<file path="src/hw/ppc_pkg.sv">
// Package: register map, field positions and types for pack protection
package ppc_pkg;

  // Register offsets
  localparam logic [7:0] PPC_ADDR_DISCH_CFG  = 8'h05;
  localparam logic [7:0] PPC_ADDR_CHARGE_CFG = 8'h06;
  localparam logic [7:0] PPC_ADDR_FEATURE    = 8'h07;
  localparam logic [7:0] PPC_ADDR_WR_ENABLE  = 8'h08;
  localparam logic [7:0] PPC_ADDR_CONTROL    = 8'h09;
  localparam logic [7:0] PPC_ADDR_STATUS     = 8'h0a;

  // Write-enable register fields
  localparam int PPC_WE_FEATURE_BIT = 7;
  localparam int PPC_WE_CHARGE_BIT  = 6;
  localparam int PPC_WE_DISCH_BIT   = 5;
  localparam int PPC_WE_UFLAG_HI    = 4;
  localparam int PPC_WE_UFLAG_LO    = 3;
  localparam logic [7:0] PPC_WE_RW_MASK = 8'hf8;

  // Feature register fields
  localparam int PPC_FEAT_WAKE_POL  = 0;

  // Control register fields
  localparam int PPC_CTL_DSW        = 0;
  localparam int PPC_CTL_CSW        = 1;
  localparam int PPC_CTL_REM_WAKE   = 2;
  localparam int PPC_CTL_LOAD_MON   = 3;
  localparam int PPC_CTL_DIS_DOC    = 4;
  localparam int PPC_CTL_DIS_SC     = 5;
  localparam int PPC_CTL_DIS_COC    = 6;
  localparam int PPC_CTL_SLEEP      = 7;

  // Status register fields
  localparam int PPC_ST_DOC         = 0;
  localparam int PPC_ST_SC          = 1;
  localparam int PPC_ST_COC         = 2;
  localparam int PPC_ST_LOAD_FAIL   = 3;
  localparam int PPC_ST_AWAKE       = 4;

  // Reset values
  localparam logic [7:0] PPC_RST_BYTE = 8'h00;

  // Fault event bundle from the analog comparators and delay timers
  typedef struct packed {
    logic discharge_overcurrent_flag;
    logic sc;
    logic charge_overcurrent_flag;
  } ppc_fault_t;

  // Power state, one-hot
  typedef enum logic [1:0] {
    PPC_ST_SLEEP_S = 2'b01,
    PPC_ST_WAKE_S  = 2'b10
  } ppc_pwr_t;

endpackage : ppc_pkg

</file>
<file path="src/hw/ppc_core.sv">
// Control core of the pack protection device
`timescale 1ns/1ps
module ppc_core
(
  // Clock and reset
  input  wire logic            clk_i,
  input  wire logic            srst_i,
  // Register port from the serial link decoder
  input  wire logic            reg_wr_i,
  input  wire logic [7:0]      reg_addr_i,
  input  wire logic [7:0]      reg_wdata_i,
  output logic      [7:0]      reg_rdata_o,
  // Supply monitors, high while above the power-on threshold
  input  wire logic            por_ok_i,
  // Wake pin level
  input  wire logic            wake_pin_i,
  // Qualified fault events from the comparator timers
  input  wire ppc_pkg::ppc_fault_t fault_i,
  // Load monitor comparator
  input  wire logic            load_fail_i,
  // Power and link outputs
  output logic                 regulated_supply_out_o,
  output logic                 remote_wake_o,
  output logic                 remote_wake_oe_o,
  output logic                 load_monitor_enable_o,
  output logic                 temp_supply_out_o,
  // Switch gate drives
  output logic                 discharge_switch_drive_o,
  output logic                 charge_switch_drive_o,
  output logic                 charge_switch_drive_oe_o
);

  import ppc_pkg::*;

  // Register storage
  logic [7:0] disch_cfg;    // Discharge thresholds
  logic [7:0] charge_cfg;   // Charge thresholds
  logic [7:0] feature_cfg;  // Feature settings
  logic [7:0] wr_enable;    // Write gates and user flags
  logic [7:0] control;      // Switch and wake control
  logic [2:0] fault_flags;  // Sticky fault flags
  logic       wake_pin_q;   // Previous wake pin level
  ppc_pwr_t   pwr_state;    // Sleep or awake

  // Internal decode
  logic       any_fault;    // A fault qualified this cycle
  logic       auto_off;     // A fault that is allowed to act
  logic       wake_edge;    // Wake edge of chosen polarity

  // Decode match helper, used for every register
  function automatic logic ppc_hit(input logic [7:0] a,
                                   input logic [7:0] b);
    ppc_hit = reg_wr_i && (a == b);
  endfunction : ppc_hit

  // Fault qualification against per-fault disable bits
  always_comb begin
    any_fault = fault_i.discharge_overcurrent_flag | fault_i.sc | fault_i.charge_overcurrent_flag;
    auto_off  = (fault_i.discharge_overcurrent_flag & ~control[PPC_CTL_DIS_DOC])
              | (fault_i.sc  & ~control[PPC_CTL_DIS_SC])
              | (fault_i.charge_overcurrent_flag & ~control[PPC_CTL_DIS_COC]);
  end

  // Wake edge select; polarity 0 wakes on a falling pin
  always_comb begin
    if (feature_cfg[PPC_FEAT_WAKE_POL]) begin
      wake_edge = wake_pin_i & ~wake_pin_q;
    end else begin
      wake_edge = ~wake_pin_i & wake_pin_q;
    end
  end

  // Previous wake pin sample for edge detection
  always_ff @(posedge clk_i) begin
    if (srst_i) begin
      wake_pin_q <= 1'b0;
    end else begin
      wake_pin_q <= wake_pin_i;
    end
  end

  // Protected configuration registers; blocked writes vanish silently
  always_ff @(posedge clk_i) begin
    if (srst_i) begin
      disch_cfg   <= PPC_RST_BYTE;
      charge_cfg  <= PPC_RST_BYTE;
      feature_cfg <= PPC_RST_BYTE;
    end else begin
      if (ppc_hit(reg_addr_i, PPC_ADDR_FEATURE) &&
          wr_enable[PPC_WE_FEATURE_BIT]) begin
        feature_cfg <= reg_wdata_i;
      end
      if (ppc_hit(reg_addr_i, PPC_ADDR_CHARGE_CFG) &&
          wr_enable[PPC_WE_CHARGE_BIT]) begin
        charge_cfg <= reg_wdata_i;
      end
      if (ppc_hit(reg_addr_i, PPC_ADDR_DISCH_CFG) &&
          wr_enable[PPC_WE_DISCH_BIT]) begin
        disch_cfg <= reg_wdata_i;
      end
    end
  end

  // Write-enable register; reserved bits never store
  // User flags live in the always-on domain, so only reset or a write to this register clears them
  always_ff @(posedge clk_i) begin
    if (srst_i) begin
      wr_enable <= PPC_RST_BYTE;
    end else if (ppc_hit(reg_addr_i, PPC_ADDR_WR_ENABLE)) begin
      wr_enable <= reg_wdata_i & PPC_WE_RW_MASK;
    end
  end

  // Power sequencing: wake needs all supplies good
  always_ff @(posedge clk_i) begin
    if (srst_i) begin
      pwr_state <= PPC_ST_SLEEP_S;
    end else begin
      case (pwr_state)
        PPC_ST_SLEEP_S: begin
          // Power-up needs good supplies; after a host sleep the pin
          // edge of the chosen polarity is needed as well
          if (por_ok_i && (!control[PPC_CTL_SLEEP] || wake_edge)) begin
            pwr_state <= PPC_ST_WAKE_S;
          end
        end
        PPC_ST_WAKE_S: begin
          // Undervoltage or host sleep command ends the wake period
          if (!por_ok_i || control[PPC_CTL_SLEEP]) begin
            pwr_state <= PPC_ST_SLEEP_S;
          end
        end
        default: begin
          pwr_state <= PPC_ST_SLEEP_S;
        end
      endcase
    end
  end

  // Control register; fault shutdown beats a host write the same cycle
  always_ff @(posedge clk_i) begin
    if (srst_i) begin
      control <= PPC_RST_BYTE;
    end else begin
      if (ppc_hit(reg_addr_i, PPC_ADDR_CONTROL)) begin
        control <= reg_wdata_i;
      end
      if (!por_ok_i) begin
        // Undervoltage turns the next wake into a plain power-up
        control[PPC_CTL_SLEEP] <= 1'b0;
      end
      if (pwr_state == PPC_ST_SLEEP_S && wake_edge) begin
        // Sleep request stands while asleep until the pin edge, undervoltage or a host write ends it
        control[PPC_CTL_SLEEP] <= 1'b0;
      end
      if (auto_off) begin
        control[PPC_CTL_DSW] <= 1'b0;
        control[PPC_CTL_CSW] <= 1'b0;
      end
    end
  end

  // Sticky fault flags; set wins over a host clear
  always_ff @(posedge clk_i) begin
    if (srst_i) begin
      fault_flags <= 3'h0;
    end else begin
      if (ppc_hit(reg_addr_i, PPC_ADDR_STATUS)) begin
        // Write one to clear
        fault_flags <= fault_flags & ~reg_wdata_i[2:0];
      end
      if (fault_i.discharge_overcurrent_flag) begin
        fault_flags[PPC_ST_DOC] <= 1'b1;
      end
      if (fault_i.sc) begin
        fault_flags[PPC_ST_SC] <= 1'b1;
      end
      if (fault_i.charge_overcurrent_flag) begin
        fault_flags[PPC_ST_COC] <= 1'b1;
      end
    end
  end

  // Output stage: gates follow control bits, registered
  always_ff @(posedge clk_i) begin
    if (srst_i) begin
      discharge_switch_drive_o <= 1'b0;
      charge_switch_drive_o    <= 1'b0;
      charge_switch_drive_oe_o <= 1'b0;
      regulated_supply_out_o   <= 1'b0;
      remote_wake_o            <= 1'b0;
      remote_wake_oe_o         <= 1'b0;
      load_monitor_enable_o    <= 1'b0;
      temp_supply_out_o        <= 1'b0;
    end else begin
      // Discharge gate actively pulled low on shutdown
      discharge_switch_drive_o <= control[PPC_CTL_DSW] & ~auto_off;
      // Charge gate released so the external resistor pulls it low
      charge_switch_drive_o    <= 1'b1;
      charge_switch_drive_oe_o <= control[PPC_CTL_CSW] & ~auto_off;
      regulated_supply_out_o   <= (pwr_state == PPC_ST_WAKE_S);
      // Open-drain low pull wakes the companion
      remote_wake_o            <= 1'b0;
      remote_wake_oe_o         <= control[PPC_CTL_REM_WAKE];
      load_monitor_enable_o    <= control[PPC_CTL_LOAD_MON];
      temp_supply_out_o        <= (|fault_flags) | any_fault;
    end
  end

  // Read data register; the address is sampled every clock, so the
  // answer stands one edge after the address settles
  always_ff @(posedge clk_i) begin
    if (srst_i) begin
      reg_rdata_o <= PPC_RST_BYTE;
    end else if (reg_addr_i == PPC_ADDR_DISCH_CFG) begin
      reg_rdata_o <= disch_cfg;
    end else if (reg_addr_i == PPC_ADDR_CHARGE_CFG) begin
      reg_rdata_o <= charge_cfg;
    end else if (reg_addr_i == PPC_ADDR_FEATURE) begin
      reg_rdata_o <= feature_cfg;
    end else if (reg_addr_i == PPC_ADDR_WR_ENABLE) begin
      reg_rdata_o <= wr_enable;
    end else if (reg_addr_i == PPC_ADDR_CONTROL) begin
      reg_rdata_o <= control;
    end else if (reg_addr_i == PPC_ADDR_STATUS) begin
      reg_rdata_o <= {3'h0, (pwr_state == PPC_ST_WAKE_S), load_fail_i,
                      fault_flags};
    end else begin
      reg_rdata_o <= PPC_RST_BYTE;  // Unmapped reads return zero
    end
  end

  // Blocked feature write leaves the register as it was
  a_feat_block: assert property (@(posedge clk_i) disable iff (srst_i)
    (reg_wr_i && reg_addr_i == PPC_ADDR_FEATURE &&
     !wr_enable[PPC_WE_FEATURE_BIT]) |=> $stable(feature_cfg))
    else $error("feature register changed while locked");

  a_chg_block: assert property (@(posedge clk_i) disable iff (srst_i)
    (reg_wr_i && reg_addr_i == PPC_ADDR_CHARGE_CFG &&
     !wr_enable[PPC_WE_CHARGE_BIT]) |=> $stable(charge_cfg))
    else $error("charge register changed while locked");

  a_dis_block: assert property (@(posedge clk_i) disable iff (srst_i)
    (reg_wr_i && reg_addr_i == PPC_ADDR_DISCH_CFG &&
     !wr_enable[PPC_WE_DISCH_BIT]) |=> $stable(disch_cfg))
    else $error("discharge register changed while locked");

  a_reserved_zero: assert property (@(posedge clk_i)
    disable iff (srst_i) wr_enable[2:0] == 3'h0)
    else $error("reserved enable bits set");

  a_wake_good: assert property (@(posedge clk_i)
    disable iff (srst_i) $rose(regulated_supply_out_o) |-> $past(por_ok_i, 2))
    else $error("supply output rose without good supplies");

  a_fault_off: assert property (@(posedge clk_i) disable iff (srst_i)
    auto_off |=> !discharge_switch_drive_o && !charge_switch_drive_oe_o
                 && !control[PPC_CTL_DSW] && !control[PPC_CTL_CSW])
    else $error("switches not off after fault");

  a_flag_set: assert property (@(posedge clk_i) disable iff (srst_i)
    fault_i.sc |=> fault_flags[PPC_ST_SC])
    else $error("short flag not set");

  a_temp_wake: assert property (@(posedge clk_i) disable iff (srst_i)
    (fault_i.discharge_overcurrent_flag || fault_i.sc || fault_i.charge_overcurrent_flag) |=> temp_supply_out_o)
    else $error("temperature supply not driven on fault");

  a_remote_low: assert property (@(posedge clk_i) disable iff (srst_i)
    control[PPC_CTL_REM_WAKE] |=> remote_wake_oe_o && !remote_wake_o)
    else $error("remote wake not pulled low");

  // A commanded sleep takes effect at the next edge
  a_sleep_entry: assert property (@(posedge clk_i)
    disable iff (srst_i)
    (pwr_state == PPC_ST_WAKE_S && control[PPC_CTL_SLEEP])
    |=> pwr_state == PPC_ST_SLEEP_S)
    else $error("sleep command did not end the wake period");

  // Supply loss drops the regulator output two edges later
  a_supply_drop: assert property (@(posedge clk_i)
    disable iff (srst_i) !por_ok_i |=> ##1 !regulated_supply_out_o)
    else $error("supply output stayed on below threshold");

  // While the host sleep request stands only a moving wake pin may wake the part
  a_pin_hold: assert property (@(posedge clk_i)
    disable iff (srst_i)
    (pwr_state == PPC_ST_SLEEP_S && control[PPC_CTL_SLEEP] &&
     $stable(wake_pin_i)) |=> pwr_state == PPC_ST_SLEEP_S)
    else $error("woke from sleep without a pin edge");

  // User flags and gates only change on a write to their register
  a_flags_kept: assert property (@(posedge clk_i)
    disable iff (srst_i)
    !(reg_wr_i && reg_addr_i == PPC_ADDR_WR_ENABLE) |=> $stable(wr_enable))
    else $error("write-enable register changed without a write");

  // Each fault kind latches its own flag
  a_doc_flag: assert property (@(posedge clk_i)
    disable iff (srst_i) fault_i.discharge_overcurrent_flag |=> fault_flags[PPC_ST_DOC])
    else $error("discharge overcurrent flag not set");

  a_coc_flag: assert property (@(posedge clk_i)
    disable iff (srst_i) fault_i.charge_overcurrent_flag |=> fault_flags[PPC_ST_COC])
    else $error("charge overcurrent flag not set");

  // Disabled faults leave the switch bits where the host put them
  a_auto_keep: assert property (@(posedge clk_i)
    disable iff (srst_i)
    (!reg_wr_i && (!fault_i.discharge_overcurrent_flag || control[PPC_CTL_DIS_DOC]) &&
     (!fault_i.sc || control[PPC_CTL_DIS_SC]) &&
     (!fault_i.charge_overcurrent_flag || control[PPC_CTL_DIS_COC]))
    |=> $stable(control[1:0]))
    else $error("switch bits moved by a disabled fault");

  // A host write while awake lands in full when no fault acts
  a_ctl_write: assert property (@(posedge clk_i)
    disable iff (srst_i)
    (reg_wr_i && reg_addr_i == PPC_ADDR_CONTROL && por_ok_i &&
     pwr_state == PPC_ST_WAKE_S &&
     !(fault_i.discharge_overcurrent_flag || fault_i.sc || fault_i.charge_overcurrent_flag))
    |=> control == $past(reg_wdata_i))
    else $error("control write did not land");

endmodule : ppc_core

</file>
<file path="config.mk">
export PLATFORM = sky130hd
export DESIGN_NAME = ppc_core
export DESIGN_NICKNAME = d
export VERILOG_FILES = /design/src/hw/ppc_pkg.sv /design/src/hw/ppc_core.sv
export SDC_FILE = /design/constraint.sdc
export NUM_CORES = 1
export LEC_CHECK = 0
export BUFFER_PORTS_ARGS = -buffer_cell sky130_fd_sc_hd__buf_2
export CORE_MARGIN = 1.5
export CORE_UTILIZATION = 50
export CTS_BUF_LIST = sky130_fd_sc_hd__clkbuf_2
export DETAILED_ROUTE_END_ITERATION = 7
export HOLD_SLACK_MARGIN = 0.1
export PLACE_DENSITY = 0.76
export REMOVE_ABC_BUFFERS = 1
export SETUP_SLACK_MARGIN = 0.02
export SYNTH_ARGS = -nofsm -noshare
export SYNTH_HDL_FRONTEND = slang
export SYNTH_SLANG_ARGS = --single-unit
export TNS_END_PERCENT = 5
</file>
<file path="constraint.sdc">
create_clock -name clk_i -period 1.5 [get_ports clk_i]
set_input_delay 0 -clock clk_i [delete_from_list [all_inputs] [get_ports clk_i]]
set_output_delay 0 -clock clk_i [all_outputs]
set_load 0.01 [all_outputs]
</file>
; Word-level counts from Yosys, hierarchy flattened
; Cells that the tools add are included.
[totals]
reg_bits = 58
wordCells = 88
[classes]
n_eq_ne = 10
muxes = 15
n_bitwise = 21
n_reduce_logical = 22
[op_table]
columns = cell, n
row1 = 2-to-1 mux 8 bit, 5
row2 = "equality test 8 x 3 -> 1 bit, second input constant", 3
row3 = "equality test 8 x 4 -> 1 bit, second input constant", 3
row4 = logical AND 1 bit, 11
row5 = bitwise AND 1 bit, 7
row6 = NOT 1 bit, 7
row7 = nonzero test 2 bit, 3
row8 = OR reduction 3 bit, 2
row9 = 2-to-1 mux 1 bit, 5
row10 = 2-to-1 mux 5 bit, 1
row11 = OR 1 bit, 5
row12 = 2-to-1 mux 2 bit, 2
row13 = "!= test 2 bit, second input constant", 2
row14 = one-hot mux 2 bit (2 select lines), 1
row15 = bitwise AND 3 bit, 1
row16 = 2-to-1 mux 3 bit, 1
row17 = NOT 3 bit, 1
row18 = "equality test 2 x 1 -> 1 bit, second input constant", 1
row19 = "equality test 2 bit, second input constant", 1
row20 = zero test 1 bit, 2
row21 = logical OR 1 bit, 2
row22 = AND reduction 2 bit, 1
row23 = OR reduction 2 bit, 1

; Longest topological paths before layout
[depth]
ltp_word = 7
ltp_mapped = 6
ltp_nobuf = 4

; Least setup slack after synthesis
; No wires, ideal clock.
[synth_timing]
path_type = register to register
start = register feature_cfg[0]
end = register pwr_state[0]
setup_ps = 123
arrival_ps = 1243
required_ps = 1377
slack_ps = 133
path_stages_with_launch = 5
path_buffers = 0
synth_period_minus_slack_ps = 1367
cell_sequence = dfxtp_1 or3b_2 a31oi_1 nor2_1 or2_2
[synth_between]
elab_chain_cells = 5
[synth_rtl]
columns = element, line
row1 = from (decl), ppc_core.sv:38  ; logic [7:0] feature_cfg;
row2 = from (signal assigned), ppc_core.sv:91  ; feature_cfg <= reg_wdata_i;
row3 = 2-to-1 mux 1 bit, ppc_core.sv:66  ; if (feature_cfg[PPC_FEAT_WAKE_POL]) begin
row4 = logical OR 1 bit, ppc_core.sv:123  ; if (por_ok_i && (!control[PPC_CTL_SLEEP] || wake_edge)) begin
row5 = logical AND 1 bit, ppc_core.sv:123
row6 = != test 2 bit (no source line), --
row7 = AND reduction 2 bit (no source line), --
row8 = to (signal assigned), ppc_core.sv:124  ; pwr_state <= PPC_ST_WAKE_S;
row9 = to (signal assigned), ppc_core.sv:130  ; pwr_state <= PPC_ST_SLEEP_S;
row10 = to (signal assigned), ppc_core.sv:134  ; pwr_state <= PPC_ST_SLEEP_S;
row11 = to (decl), ppc_core.sv:43  ; ppc_pwr_t pwr_state;
; Every way passes these cells.
; A chain may end at the register's enable or synchronous reset.

; Worst setup path in the final report
; Same ends and word-level chain as after synthesis.

==> run summary <==
Placer congestion estimate: 0.838. The vertical die dimension is 73.5 um. Worst hold path class: primary input to flip-flop. The most common cell after layout, fill and taps aside was sky130_fd_sc_hd__dfxtp_1. Post-detailed-placement half-perimeter wirelength: 4350 um. The run finished with clean final reports.

Wires add up to 6470 um. The endpoint identified for the worst register-to-register timing path is pwr_state[0]. Summed over all nets, the switching power comes to 0.707 mW. The logs give 1.59 nW for the static leakage power and 10400 um for the global-route wire length before repair. In this run switching power makes up 25.4% of total power.

In this run the mean area of a mapped cell was 9.63 sq um. The number of buffers created by CTS is 9, and the ratio of cells with drive above 1 in the final layout is 24.6%. The top-area cell type share of the netlist area is 46.7%. The run gives 43 as the number of distinct standard cells referenced by the synthesized netlist.

Setup repair after global routing left no endpoint under its margin. After filler insertion, the fill cell instance count of the layout stands at 385. Setup violations remaining at the end of the flow were counted as 0. For the number of pins exceeding their max-slew limit in the final report, the log shows 0.

The largest voltage drop on the vdd net came out at 0.000551 V. Summed over all failing endpoints, the final setup total negative slack is 0 ns. Input and output buffers added on the ports amount to 39. The logs give 715 MHz for the maximum operating frequency and 4 for the total iterations of the first detailed-routing run. In this run the power density over the cells is 860 mW/mm^2. The number of warnings issued by yosys was 0. Yosys attributes the largest share of cell area to sky130_fd_sc_hd__dfxtp_1 47%, sky130_fd_sc_hd__mux2i_1 16%, sky130_fd_sc_hd__nor2_1 6.6%. The routed length per placed instance is 15.7 um, and the largest buffer count on any clock path is 2. The async set or reset register ratio after synthesis is 0%, and the area taken by flip-flops and latches is 0.00116 sq mm. At the end of the flow the core is filled with cells to 68.0%. In this run the cell area of the synthesized design comes to 0.00248 sq mm. Clock-pin slew was measured on the worst setup and hold paths at 0.15 ns. The beginning of the worst register-to-register path is feature_cfg[0]. Cell at the root of the clock tree: sky130_fd_sc_hd__clkbuf_2. Data arrives at the worst endpoint at 1.78 ns.

Summing all multi-input logic gate instances after layout gives 0.00125 sq mm. The vias after detailed routing was 2218; the number of instances in the synthesized netlist was 258. Startpoint class of the critical path: a flip-flop.

The critical path is of the flip-flop to flip-flop type. 0 antenna diodes ended up in the layout. The floorplan step set the die width to 73.5 um. The run gives 2104 as the number of global-route vias before repair.

The tools report the worst setup path endpoint as pwr_state[0]. In the layout the commonest cells are 57 x sky130_fd_sc_hd__dfxtp_1, 44 x sky130_fd_sc_hd__nor2_1, 39 x sky130_fd_sc_hd__mux2i_1, 39 x sky130_fd_sc_hd__buf_2, 28 x sky130_fd_sc_hd__dlygate4sd3_1. Internal power comes to 2.07 mW. The run gives 41 as the count of boundary I/O pins. The die area is 0.00540 sq mm. After layout, the minimum clock period comes to 1.40 ns.

The fraction of the cycle the final worst path needs is 93.2%. The number of synthesized register bits was 58. The endpoint class of the critical path was a flip-flop.

The aggregate global routing overflow was 0. Clock tree synthesis found a total of 58 sinks. The fraction of power consumed by the clock network was 33.5%. In this run the worst setup path begins at feature_cfg[0]. The effective utilization at floorplan was 52.3%; the number of enable-type register cells in the synthesized netlist was 0. Registers are responsible for 56.3% of the overall power. The logs give 46.7% for the post-synthesis sequential area ratio and 21 for the pin count of the biggest net entering global routing.

The standard-cell row count is 25, and the number of failing hold endpoints at the final stage is 0. The maximum level of the CTS H-tree is 3, and the overall routing resource usage is 25.9%. The initial antenna violation count was 0. For the worst-skew pair, the clock arrives at the later sink with an insertion delay of 0.49 ns. The DRC violations left came out at 0. The top flip-flop cell by instance count after synthesis is sky130_fd_sc_hd__dfxtp_1. In this run, the combinational gates consume 10.3% of the power. The synthesized design spends more area on one cell type than any other, namely sky130_fd_sc_hd__dfxtp_1.

STA puts the critical path data required time at 1.88 ns. Along the worst path, the maximum fanout reaches 2. The logs give 0 for the number of violations of the max-capacitance limit and 0 for the number of nets with antenna violations after detailed routing. The synthesis-to-layout area growth is 30.1%, and the total core area is 0.00475 sq mm.

The setup slack on the worst flop-to-flop path was 0.10 ns; the number of violations reported at the end of detailed-routing iteration 0 was 215. The detail-routed via count per cell works out to 5.37. The total power after layout came out at 2.78 mW.

TritonCTS built the clock tree. The final setup skew was 0.0186 ns. Depth of the worst register-to-register path: 4. The net total in the final layout was 367.
-- power by group through the flow --
stage / combinational (mW) / sequential, mW / clock [mW]
after floorplan: 0.0827 / 1.60 / 0
after global placement: 0.216 / 1.60 / 0
after detailed placement: 0.219 / 1.60 / 0
after CTS: 0.274 / 1.56 / 0.941
after global routing: 0.306 / 1.57 / 0.999
final: 0.285 / 1.56 / 0.931
-- cell type report --
type                            count  area share, %
Multi-Input combinational cell    182           38.6
Sequential cell                    58           36.0
Timing Repair Buffer               87           19.4
Tap cell                           67           2.59
Clock buffer                       11           1.70
Clock inverter                      4           1.36
Inverter                            4          0.465
-- logic make-up after synthesis --
group                  count (synthesis)  synth area share [%]
AOI/OAI and AO/OA                     43                  12.0
buffers and inverters                 18                  3.37
DFF                                   58                  46.7
muxes                                 41                  16.6
other                                  1                 0.151
and+or+nand+nor                       97                  21.1
-- worst max-delay path, stage by stage, from the launching register on --
cell and delay [ns]:
sky130_fd_sc_hd__dfxtp_1 0.33, sky130_fd_sc_hd__or3b_2 0.47, sky130_fd_sc_hd__a31oi_1 0.17, sky130_fd_sc_hd__nor2_1 0.07
sky130_fd_sc_hd__or2_2 0.26
-- registers in the layout (all words and copies together) (netlist names) --
register / cells
reg_rdata_o: 8
pwr_state: 2
charge_switch_drive_oe_o: 1
feature_cfg: 8
fault_flags: 3
remote_wake_oe_o: 1
regulated_supply_out_o: 1
wake_pin_q: 1
wr_enable: 5
discharge_switch_drive_o: 1
disch_cfg: 8
charge_switch_drive_o: 1
charge_cfg: 8
temp_supply_out_o: 1
control: 8
load_monitor_enable_o: 1
-- worst min path at each step --
stage                              from  slack, ns              to  cells after the start
after CTS                 reg_addr_i[3]       0.10  reg_rdata_o[7]                      5
final                     reg_addr_i[3]       0.13  reg_rdata_o[7]                      5
after detailed placement     wake_pin_i       0.25      wake_pin_q                      2
after floorplan                  srst_i       0.07  fault_flags[0]                      1
after global placement       wake_pin_i       0.24      wake_pin_q                      2
after global routing      reg_addr_i[3]       0.12  reg_rdata_o[5]                      5
-- repair_timing --
action | 4_1_cts | 5_1_grt
hold buffers | 27 | 2
endpoints found under the setup margin | 0 | 1
gates resized for setup | 0 | 2
endpoints found under the hold margin | 57 | 1
setup buffers | 0 | 0
-- routing by layer --
layer  vias up  part of all wire [%]  global-route usage [%]
met5         -                     0                       0
met4         0                   2.1                    15.4
met3        13                   5.9                    5.08
met2        68                    48                    39.5
met1      1058                    44                    33.6
li1       1079                     -                       -
-- stage by stage --
stage                     area (sq um)  hold slack (ns)  setup WS (ns)  std cells
after CTS                         3210            0.102         0.0422        412
after global placement            2850            0.240          0.132        370
final                             3230            0.133          0.102        413
after global routing              3230            0.123         0.0278        413
after floorplan                   2420           0.0691          0.133        244
after detailed placement          2850            0.254          0.117        370
-- Yosys cell counts, types with 2 or more instances --
library cell and count:
sky130_fd_sc_hd__nor3b_1 2, sky130_fd_sc_hd__a32oi_1 3, sky130_fd_sc_hd__nand2b_1 7, sky130_fd_sc_hd__a22o_1 4, sky130_fd_sc_hd__nand3_1 2, sky130_fd_sc_hd__o22ai_1 3
sky130_fd_sc_hd__o21ai_0 8, sky130_fd_sc_hd__nand2_1 14, sky130_fd_sc_hd__inv_1 4, sky130_fd_sc_hd__a221oi_1 4, sky130_fd_sc_hd__nor2b_1 8, sky130_fd_sc_hd__nand4_2 3
sky130_fd_sc_hd__dfxtp_1 58, sky130_fd_sc_hd__a31oi_1 2, sky130_fd_sc_hd__and2_1 4, sky130_fd_sc_hd__mux2i_1 39, sky130_fd_sc_hd__a21o_1 5, sky130_fd_sc_hd__nor4_1 2
sky130_fd_sc_hd__nor2_1 44, sky130_fd_sc_hd__o211ai_1 3, sky130_fd_sc_hd__buf_2 4, sky130_fd_sc_hd__a21oi_1 7, sky130_fd_sc_hd__mux2_2 2, sky130_fd_sc_hd__clkbuf_1 7
(Power assumes the default switching activity.)
